## config.mk

```make
export PLATFORM = sky130hd
export DESIGN_NAME = scs_sequencer
export DESIGN_NICKNAME = d
export VERILOG_FILES = /design/src/hw/scs_pkg.sv /design/src/hw/scs_osc_if.sv /design/src/hw/scs_conv_osc.sv /design/src/hw/scs_sequencer.sv
export SDC_FILE = /design/constraint.sdc
export NUM_CORES = 1
export LEC_CHECK = 0
export BUFFER_PORTS_ARGS = -buffer_cell sky130_fd_sc_hd__buf_2
export CORE_MARGIN = 4
export CORE_UTILIZATION = 25
export DETAILED_ROUTE_END_ITERATION = 8
export MAX_ROUTING_LAYER = met4
export PLACE_DENSITY = 0.46
export SLEW_MARGIN = 30
export SYNTH_ARGS = -nofsm -noshare
export SYNTH_HDL_FRONTEND = slang
export SYNTH_SLANG_ARGS = --single-unit
```

## constraint.sdc

```tcl
create_clock -name clock -period 4.5 [get_ports clock]
set_input_delay 0.9 -clock clock [delete_from_list [all_inputs] [get_ports clock]]
set_output_delay 0.9 -clock clock [all_outputs]
set_load 0.01 [all_outputs]
```

## src/hw/scs_pkg.sv

```systemverilog
// scs_pkg: constants and types for the conversion sequencer
// assumes a single 100 MHz clock domain
package scs_pkg;
    localparam int          CLK_MHZ          = 100;
    localparam int          NBITS            = 16;
    localparam logic [15:0] CODE_ZERO        = 16'h0000;
    localparam logic [15:0] CODE_MID         = 16'h8000;
    localparam logic [15:0] CODE_FULL        = 16'hFFFF;
    // conversion rates in ksps
    localparam int          TURBO_RATE_KSPS  = 2500;
    localparam int          NORMAL_RATE_KSPS = 2000;
    // least cycle period for each rate, rounded up
    localparam int          TURBO_PERIOD_CYC  = (CLK_MHZ * 1000 + TURBO_RATE_KSPS - 1) / TURBO_RATE_KSPS;
    localparam int          NORMAL_PERIOD_CYC = (CLK_MHZ * 1000 + NORMAL_RATE_KSPS - 1) / NORMAL_RATE_KSPS;
    // internal conversion oscillator: one bit trial per tick
    localparam int          OSC_DIV          = 2;
    localparam logic [4:0]  BIT_LAST         = 5'h0F;

    typedef enum logic [2:0] {
        SCS_ACQ,
        SCS_OPEN_GND,
        SCS_HOLD,
        SCS_TRIAL,
        SCS_DONE
    } scs_state_t;
endpackage

```

## src/hw/scs_osc_if.sv

```systemverilog
// scs_osc_if: tick carrier between oscillator and sequencer
// assumes one clock
`timescale 1ns/1ps
interface scs_osc_if;
    logic run;
    logic tick;
    modport osc (input run, output tick);
    modport seq (output run, input tick);
endinterface

```

## src/hw/scs_conv_osc.sv

```systemverilog
// scs_conv_osc: internal conversion oscillator, a tick enable divider
// assumes run is driven from the same clock
`timescale 1ns/1ps
module scs_conv_osc (
    input  wire logic clock,
    input  wire logic arst_n,
    scs_osc_if.osc    osc
);
    logic [3:0] cnt_ff;
    logic [3:0] nxt_cnt;

    always_comb begin
        nxt_cnt = 4'h0;
        if (osc.run && cnt_ff != 4'((scs_pkg::OSC_DIV) - 1)) begin
            nxt_cnt = cnt_ff + 4'h1;
        end
    end

    always_ff @(posedge clock or negedge arst_n) begin
        if (!arst_n) begin
            cnt_ff <= 4'h0;
        end else begin
            cnt_ff <= nxt_cnt;
        end
    end

    // free of any serial clock; restarts phase on each conversion
    assign osc.tick = osc.run && (cnt_ff == 4'((scs_pkg::OSC_DIV) - 1));
endmodule // scs_conv_osc

```

## src/hw/scs_sequencer.sv

```systemverilog
// scs_sequencer: successive-approximation conversion sequencer
// assumes convert_strobe and fast_mode come from pins; comparator from analog
`timescale 1ns/1ps
module scs_sequencer (
    input  wire logic        clock,
    input  wire logic        arst_n,
    input  wire logic        convert_strobe,
    input  wire logic        fast_mode,
    input  wire logic        comparator_out,
    input  wire logic        over_range,
    input  wire logic        under_range,
    output logic             comparator_ground_switch_pos,
    output logic             comparator_ground_switch_neg,
    output logic             array_to_input,
    output logic [15:0]      array_to_reference,
    output logic             powered,
    output logic             busy,
    output logic             result_valid,
    output logic             first_result_invalid,
    output logic [15:0]      result
);
    // three-stage pin synchronisers
    logic [2:0]  strobe_sync_ff;
    logic [2:0]  fast_sync_ff;
    logic        strobe_level_ff;
    logic        nxt_strobe_level;
    logic        fast_level_ff;
    logic        nxt_fast_level;

    scs_pkg::scs_state_t state_ff;
    scs_pkg::scs_state_t nxt_state;
    logic [4:0]  bit_ff;
    logic [4:0]  nxt_bit;
    logic [15:0] trial_ff;
    logic [15:0] nxt_trial;
    logic [15:0] result_ff;
    logic [15:0] nxt_result;
    logic        done_ff;
    logic        nxt_done;
    logic        turbo_ff;
    logic        nxt_turbo;
    logic        turbo_fresh_ff;
    logic        nxt_turbo_fresh;
    logic        first_bad_ff;
    logic        nxt_first_bad;
    logic [7:0]  gap_ff;
    logic [7:0]  nxt_gap;
    logic        strobe_rise;

    scs_osc_if osc_bus ();

    scs_conv_osc u_osc (
        .clock  (clock),
        .arst_n (arst_n),
        .osc    (osc_bus.osc)
    );

    function automatic logic [15:0] bit_mask(input logic [4:0] idx);
        bit_mask = 16'h8000 >> (4'hF - idx[3:0]);
    endfunction

    // a change counts only once the last two stages agree, so a settling middle stage never starts a conversion
    always_comb begin
        nxt_strobe_level = (strobe_sync_ff[1] == strobe_sync_ff[2]) ? strobe_sync_ff[2] : strobe_level_ff;
        nxt_fast_level   = (fast_sync_ff[1] == fast_sync_ff[2]) ? fast_sync_ff[2] : fast_level_ff;
    end

    always_ff @(posedge clock or negedge arst_n) begin
        if (!arst_n) begin
            strobe_sync_ff  <= 3'h0;
            fast_sync_ff    <= 3'h0;
            strobe_level_ff <= 1'b0;
            fast_level_ff   <= 1'b0;
        end else begin
            strobe_sync_ff  <= {strobe_sync_ff[1:0], convert_strobe};
            fast_sync_ff    <= {fast_sync_ff[1:0], fast_mode};
            strobe_level_ff <= nxt_strobe_level;
            fast_level_ff   <= nxt_fast_level;
        end
    end

    assign strobe_rise = nxt_strobe_level && !strobe_level_ff;

    // next-state logic
    always_comb begin
        nxt_state       = state_ff;
        nxt_bit         = bit_ff;
        nxt_trial       = trial_ff;
        nxt_result      = result_ff;
        nxt_done        = 1'b0;
        nxt_turbo       = turbo_ff;
        nxt_turbo_fresh = turbo_fresh_ff;
        nxt_first_bad   = first_bad_ff;
        nxt_gap         = (gap_ff != 8'h00) ? gap_ff - 8'h01 : 8'h00;
        case (state_ff)
            scs_pkg::SCS_ACQ: begin
                // throughput cap: strobes inside the least period are ignored
                if (strobe_rise && gap_ff == 8'h00) begin
                    nxt_turbo = fast_level_ff;
                    // first result after entering turbo is flagged for the host
                    nxt_first_bad = fast_level_ff && !turbo_fresh_ff;
                    nxt_turbo_fresh = fast_level_ff;
                    nxt_gap = fast_level_ff ? 8'(scs_pkg::TURBO_PERIOD_CYC - 1)
                                            : 8'(scs_pkg::NORMAL_PERIOD_CYC - 1);
                    nxt_state = scs_pkg::SCS_OPEN_GND;
                end
            end
            scs_pkg::SCS_OPEN_GND: begin
                nxt_state = scs_pkg::SCS_HOLD;
            end
            scs_pkg::SCS_HOLD: begin
                nxt_bit   = scs_pkg::BIT_LAST;
                nxt_trial = scs_pkg::CODE_MID;
                nxt_state = scs_pkg::SCS_TRIAL;
            end
            scs_pkg::SCS_TRIAL: begin
                if (osc_bus.tick) begin
                    // comparator high means the trial overshoots: drop the bit
                    if (comparator_out) begin
                        nxt_trial = trial_ff & ~bit_mask(bit_ff);
                    end
                    if (bit_ff == 5'h00) begin
                        nxt_state = scs_pkg::SCS_DONE;
                    end else begin
                        nxt_bit   = bit_ff - 5'h01;
                        nxt_trial = (comparator_out ? trial_ff & ~bit_mask(bit_ff) : trial_ff)
                                    | bit_mask(bit_ff - 5'h01);
                    end
                end
            end
            scs_pkg::SCS_DONE: begin
                if (over_range) begin
                    nxt_result = scs_pkg::CODE_FULL;
                end else if (under_range) begin
                    nxt_result = scs_pkg::CODE_ZERO;
                end else begin
                    nxt_result = trial_ff;
                end
                nxt_done  = 1'b1;
                nxt_state = scs_pkg::SCS_ACQ;
            end
            default: begin
                nxt_state = scs_pkg::SCS_ACQ;
            end
        endcase
        if (!fast_level_ff && state_ff == scs_pkg::SCS_ACQ && !strobe_rise) begin
            nxt_turbo_fresh = 1'b0;
        end
    end

    always_ff @(posedge clock or negedge arst_n) begin
        if (!arst_n) begin
            state_ff       <= scs_pkg::SCS_ACQ;
            bit_ff         <= 5'h00;
            trial_ff       <= 16'h0000;
            result_ff      <= 16'h0000;
            done_ff        <= 1'b0;
            turbo_ff       <= 1'b0;
            turbo_fresh_ff <= 1'b0;
            first_bad_ff   <= 1'b0;
            gap_ff         <= 8'h00;
        end else begin
            state_ff       <= nxt_state;
            bit_ff         <= nxt_bit;
            trial_ff       <= nxt_trial;
            result_ff      <= nxt_result;
            done_ff        <= nxt_done;
            turbo_ff       <= nxt_turbo;
            turbo_fresh_ff <= nxt_turbo_fresh;
            first_bad_ff   <= nxt_first_bad;
            gap_ff         <= nxt_gap;
        end
    end

    assign osc_bus.run = (state_ff == scs_pkg::SCS_TRIAL);

    always_comb begin
        comparator_ground_switch_pos = (state_ff == scs_pkg::SCS_ACQ) || (state_ff == scs_pkg::SCS_DONE);
        comparator_ground_switch_neg = comparator_ground_switch_pos;
        // arrays leave the inputs one cycle after the ground switches open
        array_to_input = comparator_ground_switch_pos || (state_ff == scs_pkg::SCS_OPEN_GND);
        array_to_reference = (state_ff == scs_pkg::SCS_TRIAL) ? trial_ff : 16'h0000;
        // normal mode sleeps in acquisition; turbo stays up
        powered = fast_level_ff || turbo_ff || (state_ff != scs_pkg::SCS_ACQ);
    end

    assign busy                 = (state_ff != scs_pkg::SCS_ACQ);
    assign result_valid         = done_ff;
    assign first_result_invalid = first_bad_ff;
    assign result               = result_ff;
endmodule // scs_sequencer

```

==> impl_metrics.env <==
export IMPL_finalCritPeriodShare_pct=62.4
export IMPL_globalplace_congestion=0.796
export IMPL_layout_area_seq_um2=1600
export IMPL_dr_first_iter_drc_count=124
export IMPL_critical_path_class="flip-flop to output port"
export IMPL_cp_start_kind="flip-flop"
export IMPL_fillers=1339
export IMPL_fin_cells=534
export IMPL_status="finished clean"
export IMPL_die_w_um=121
export IMPL_globalRouteOverflowTotal=0
export IMPL_vias=2374
export IMPL_n_antenna_cell=0
export IMPL_area_growth_pct=19.4
export IMPL_peakVddDrop_mv=0.177
export IMPL_dp_cells=519
export IMPL_utilization_pct=30.4
export IMPL_io_buffers=45
export IMPL_initial_utilization_pct=25.4
export IMPL_power_uw=2220
export IMPL_cpMaxStageDelayCell="and3b_1"
export IMPL_hold_violations=0
export IMPL_clkSlewWorstSetupHoldPaths_ps=50
export IMPL_grt_pass1_vias=2294
export IMPL_clk_latency_ps=320
export IMPL_ctsLongestPathBuffers=2
export IMPL_multi_input_comb_area_um2=1460
export IMPL_path_cells="and3b_1 -> and2_1 -> buf_2"
export IMPL_final_nets=374
export IMPL_via_per_inst=4.45
export IMPL_drt_first_pass_iters=4
export IMPL_syn_inst=319
export IMPL_cp_max_fo=21
export IMPL_syn_num_nets=335
export IMPL_ant_nets=0
export IMPL_drive_above_1_share_pct=23.2
export IMPL_ys_seq_elements=64
export IMPL_cts_max_level=3
export IMPL_power_density_nw_per_um2=582
export IMPL_synth_edf_count=0
export IMPL_postCtsResizedCells=0
export IMPL_cts_root_buf="clkbuf_16"
export IMPL_worst_path_largest_cell_delay_ps=680
export IMPL_gr_usage_all_layers_pct=10.8
export IMPL_p_leak_uw=0.00166
export IMPL_tightest_slew_ps=706
export IMPL_wl_per_cell_um=13.5
export IMPL_crit_family="simple AND/OR/NAND/NOR gates"
export IMPL_final_setup_viol_count=0
export IMPL_cp_required_ps=3600
export IMPL_period_needed_ps=2810
export IMPL_dieArea_um2=14700
export IMPL_ios=46
export IMPL_tns_ps=0
export IMPL_async_reset_ff_share_pct=100
export IMPL_synth_ff_type="dfrtp_1"
export IMPL_path_buf_inv=1
export IMPL_core_um2=12600
export IMPL_rsz0062_at_grt="no"
export IMPL_yosys_warnings=0
export IMPL_cts_setup_buffers=0
export IMPL_hold_class="flip-flop to flip-flop"
export IMPL_clock_skew_ps=3.94
export IMPL_max_cap_violations=0
export IMPL_hold_buffers=0
export IMPL_route_detailed_drc=0
export IMPL_cts_tree="done"
export IMPL_syn_area_um2=3200
export IMPL_ys_seq_area_share_pct=50.1
export IMPL_grt_max_degree=47
export IMPL_clock_sinks=64
export IMPL_fmax_mhz=356
export IMPL_rows=41
export IMPL_arrival_ps=1910
export IMPL_grt_pass1_wl_mm=12.2
export IMPL_dpl_hpwl_mm=5.29
export IMPL_synth_cell_type_count=54
export IMPL_cp_end_kind="output port"
export IMPL_antenna_found_initial=0
export IMPL_maxSlewHeadroom_pct=52.9
export IMPL_slew_viol_final=0
export IMPL_die_y_um=121
export IMPL_cts_buffers=9
export IMPL_avgSynthCellArea_um2=10.0
export IMPL_routed_wl_mm=7.23
==> layout by cell type (no fill, tap or decap), types with 3 or more instances in the layout <==
master	n
dfrtp_1	64
nor2_1	45
buf_2	44
a21oi_1	42
nand2_1	17
o21ai_0	17
and2_1	16
ha_1	9
clkbuf_16	9
inv_1	8
o21ai_2	8
o2bb2ai_1	8
nand2b_1	6
xnor2_1	5
a311oi_1	4
mux2_2	3
nor3_1	3
==> logic make-up after synthesis <==
kind of cell	synth area share (%)
buffers and inverters	4.23
AO/OA/AOI/OAI	18.7
multiplexers	1.72
flip-flops	50.1
XOR/XNOR	1.92
adder cells (fa/ha/maj)	4.15
AND/OR/NAND/NOR	19.1
==> per-stage QoR <==
stage	area [um2]	setup WS (ps)	hold slack, ps
after floorplan	3200	2340	331
after global placement	3540	2060	333
after detailed placement	3540	1930	336
after CTS	3820	1650	348
after global routing	3820	1510	349
final	3820	1690	345
==> layout make-up <==
cell class | instances | area share [%]
inverter | 8 | 0.787
clock inverter | 3 | 0.459
timing repair buffer | 46 | 6.16
multi-input combinational | 229 | 38.3
clock buffer | 12 | 6.72
sequential | 64 | 42.0
tap | 172 | 5.64
==> flip-flops by register name, indices dropped and copies added, names as in the netlist <==
name                  flops
strobe_sync_ff            3
u_osc.cnt_ff              4
trial_ff                 16
strobe_level_ff           1
fast_level_ff             1
turbo_ff                  1
fast_sync_ff              3
first_result_invalid      1
result                   16
result_valid              1
gap_ff                    8
turbo_fresh_ff            1
state_ff                  3
bit_ff                    5
==> power by group <==
group	switching (uW)	internal, uW	total, uW
Combinational	441	305	746
Clock	235	397	632
Sequential	121	723	844
Total	797	1430	2220
==> per-layer routing <==
| metal | share of wire (%) | up-vias | global-route usage, % |
|---|---|---|---|
| met3 | 3.6 | 6 | 2.42 |
| met4 | 1.5 | 0 | 3.82 |
| met1 | 48 | 1127 | 14.4 |
| met5 | 0 | - | - |
| met2 | 46 | 43 | 16.1 |
| li1 | - | 1198 | - |
==> synth_stat cells, drive strengths merged (2+ instances only) <==
master    n  share of area (%)
or3b      2               0.55
a311oi    4                1.1
a21oi    43                6.8
a32o      3                1.0
o21ai    27                5.2
nand3     2               0.31
and2     17                3.3
buf      12                2.6
inv       8               0.94
nand2    18                2.3
nor3      3               0.47
mux2      4                1.4
nor2     46                5.6
dfrtp    64                 50
nor2b     2               0.39
nor3b     3                1.2
xor2      2               0.55
and3b     2               0.55
or3       3               0.74
maj3      2               0.63
nand2b    6                1.2
ha        9                3.5
clkbuf    6               0.70
xnor2     5                1.4
o2bb2ai   8                2.2
nand3b    2               0.47
nor4b     2               0.94
==> worst paths after layout <==
kind,from,endpoint,slack (ps),depth (start not counted)
worst max-delay path,state_ff[0]$_DFFE_PN0P_,array_to_reference[3],1690,3
worst min-delay path,strobe_sync_ff[0]$_DFF_PN0_,strobe_sync_ff[1]$_DFF_PN0_,350,0
worst max register to register,state_ff[0]$_DFFE_PN0P_,bit_ff[2]$_DFFE_PN0P_,1960,4
worst min register to register,strobe_sync_ff[0]$_DFF_PN0_,strobe_sync_ff[1]$_DFF_PN0_,350,0
max in group asynchronous,arst_n,state_ff[1]$_DFFE_PN0P_,3220,2
min in group asynchronous,arst_n,result[5]$_DFFE_PN0P_,580,1
No activity file was read; power rests on OpenSTA's default activity.
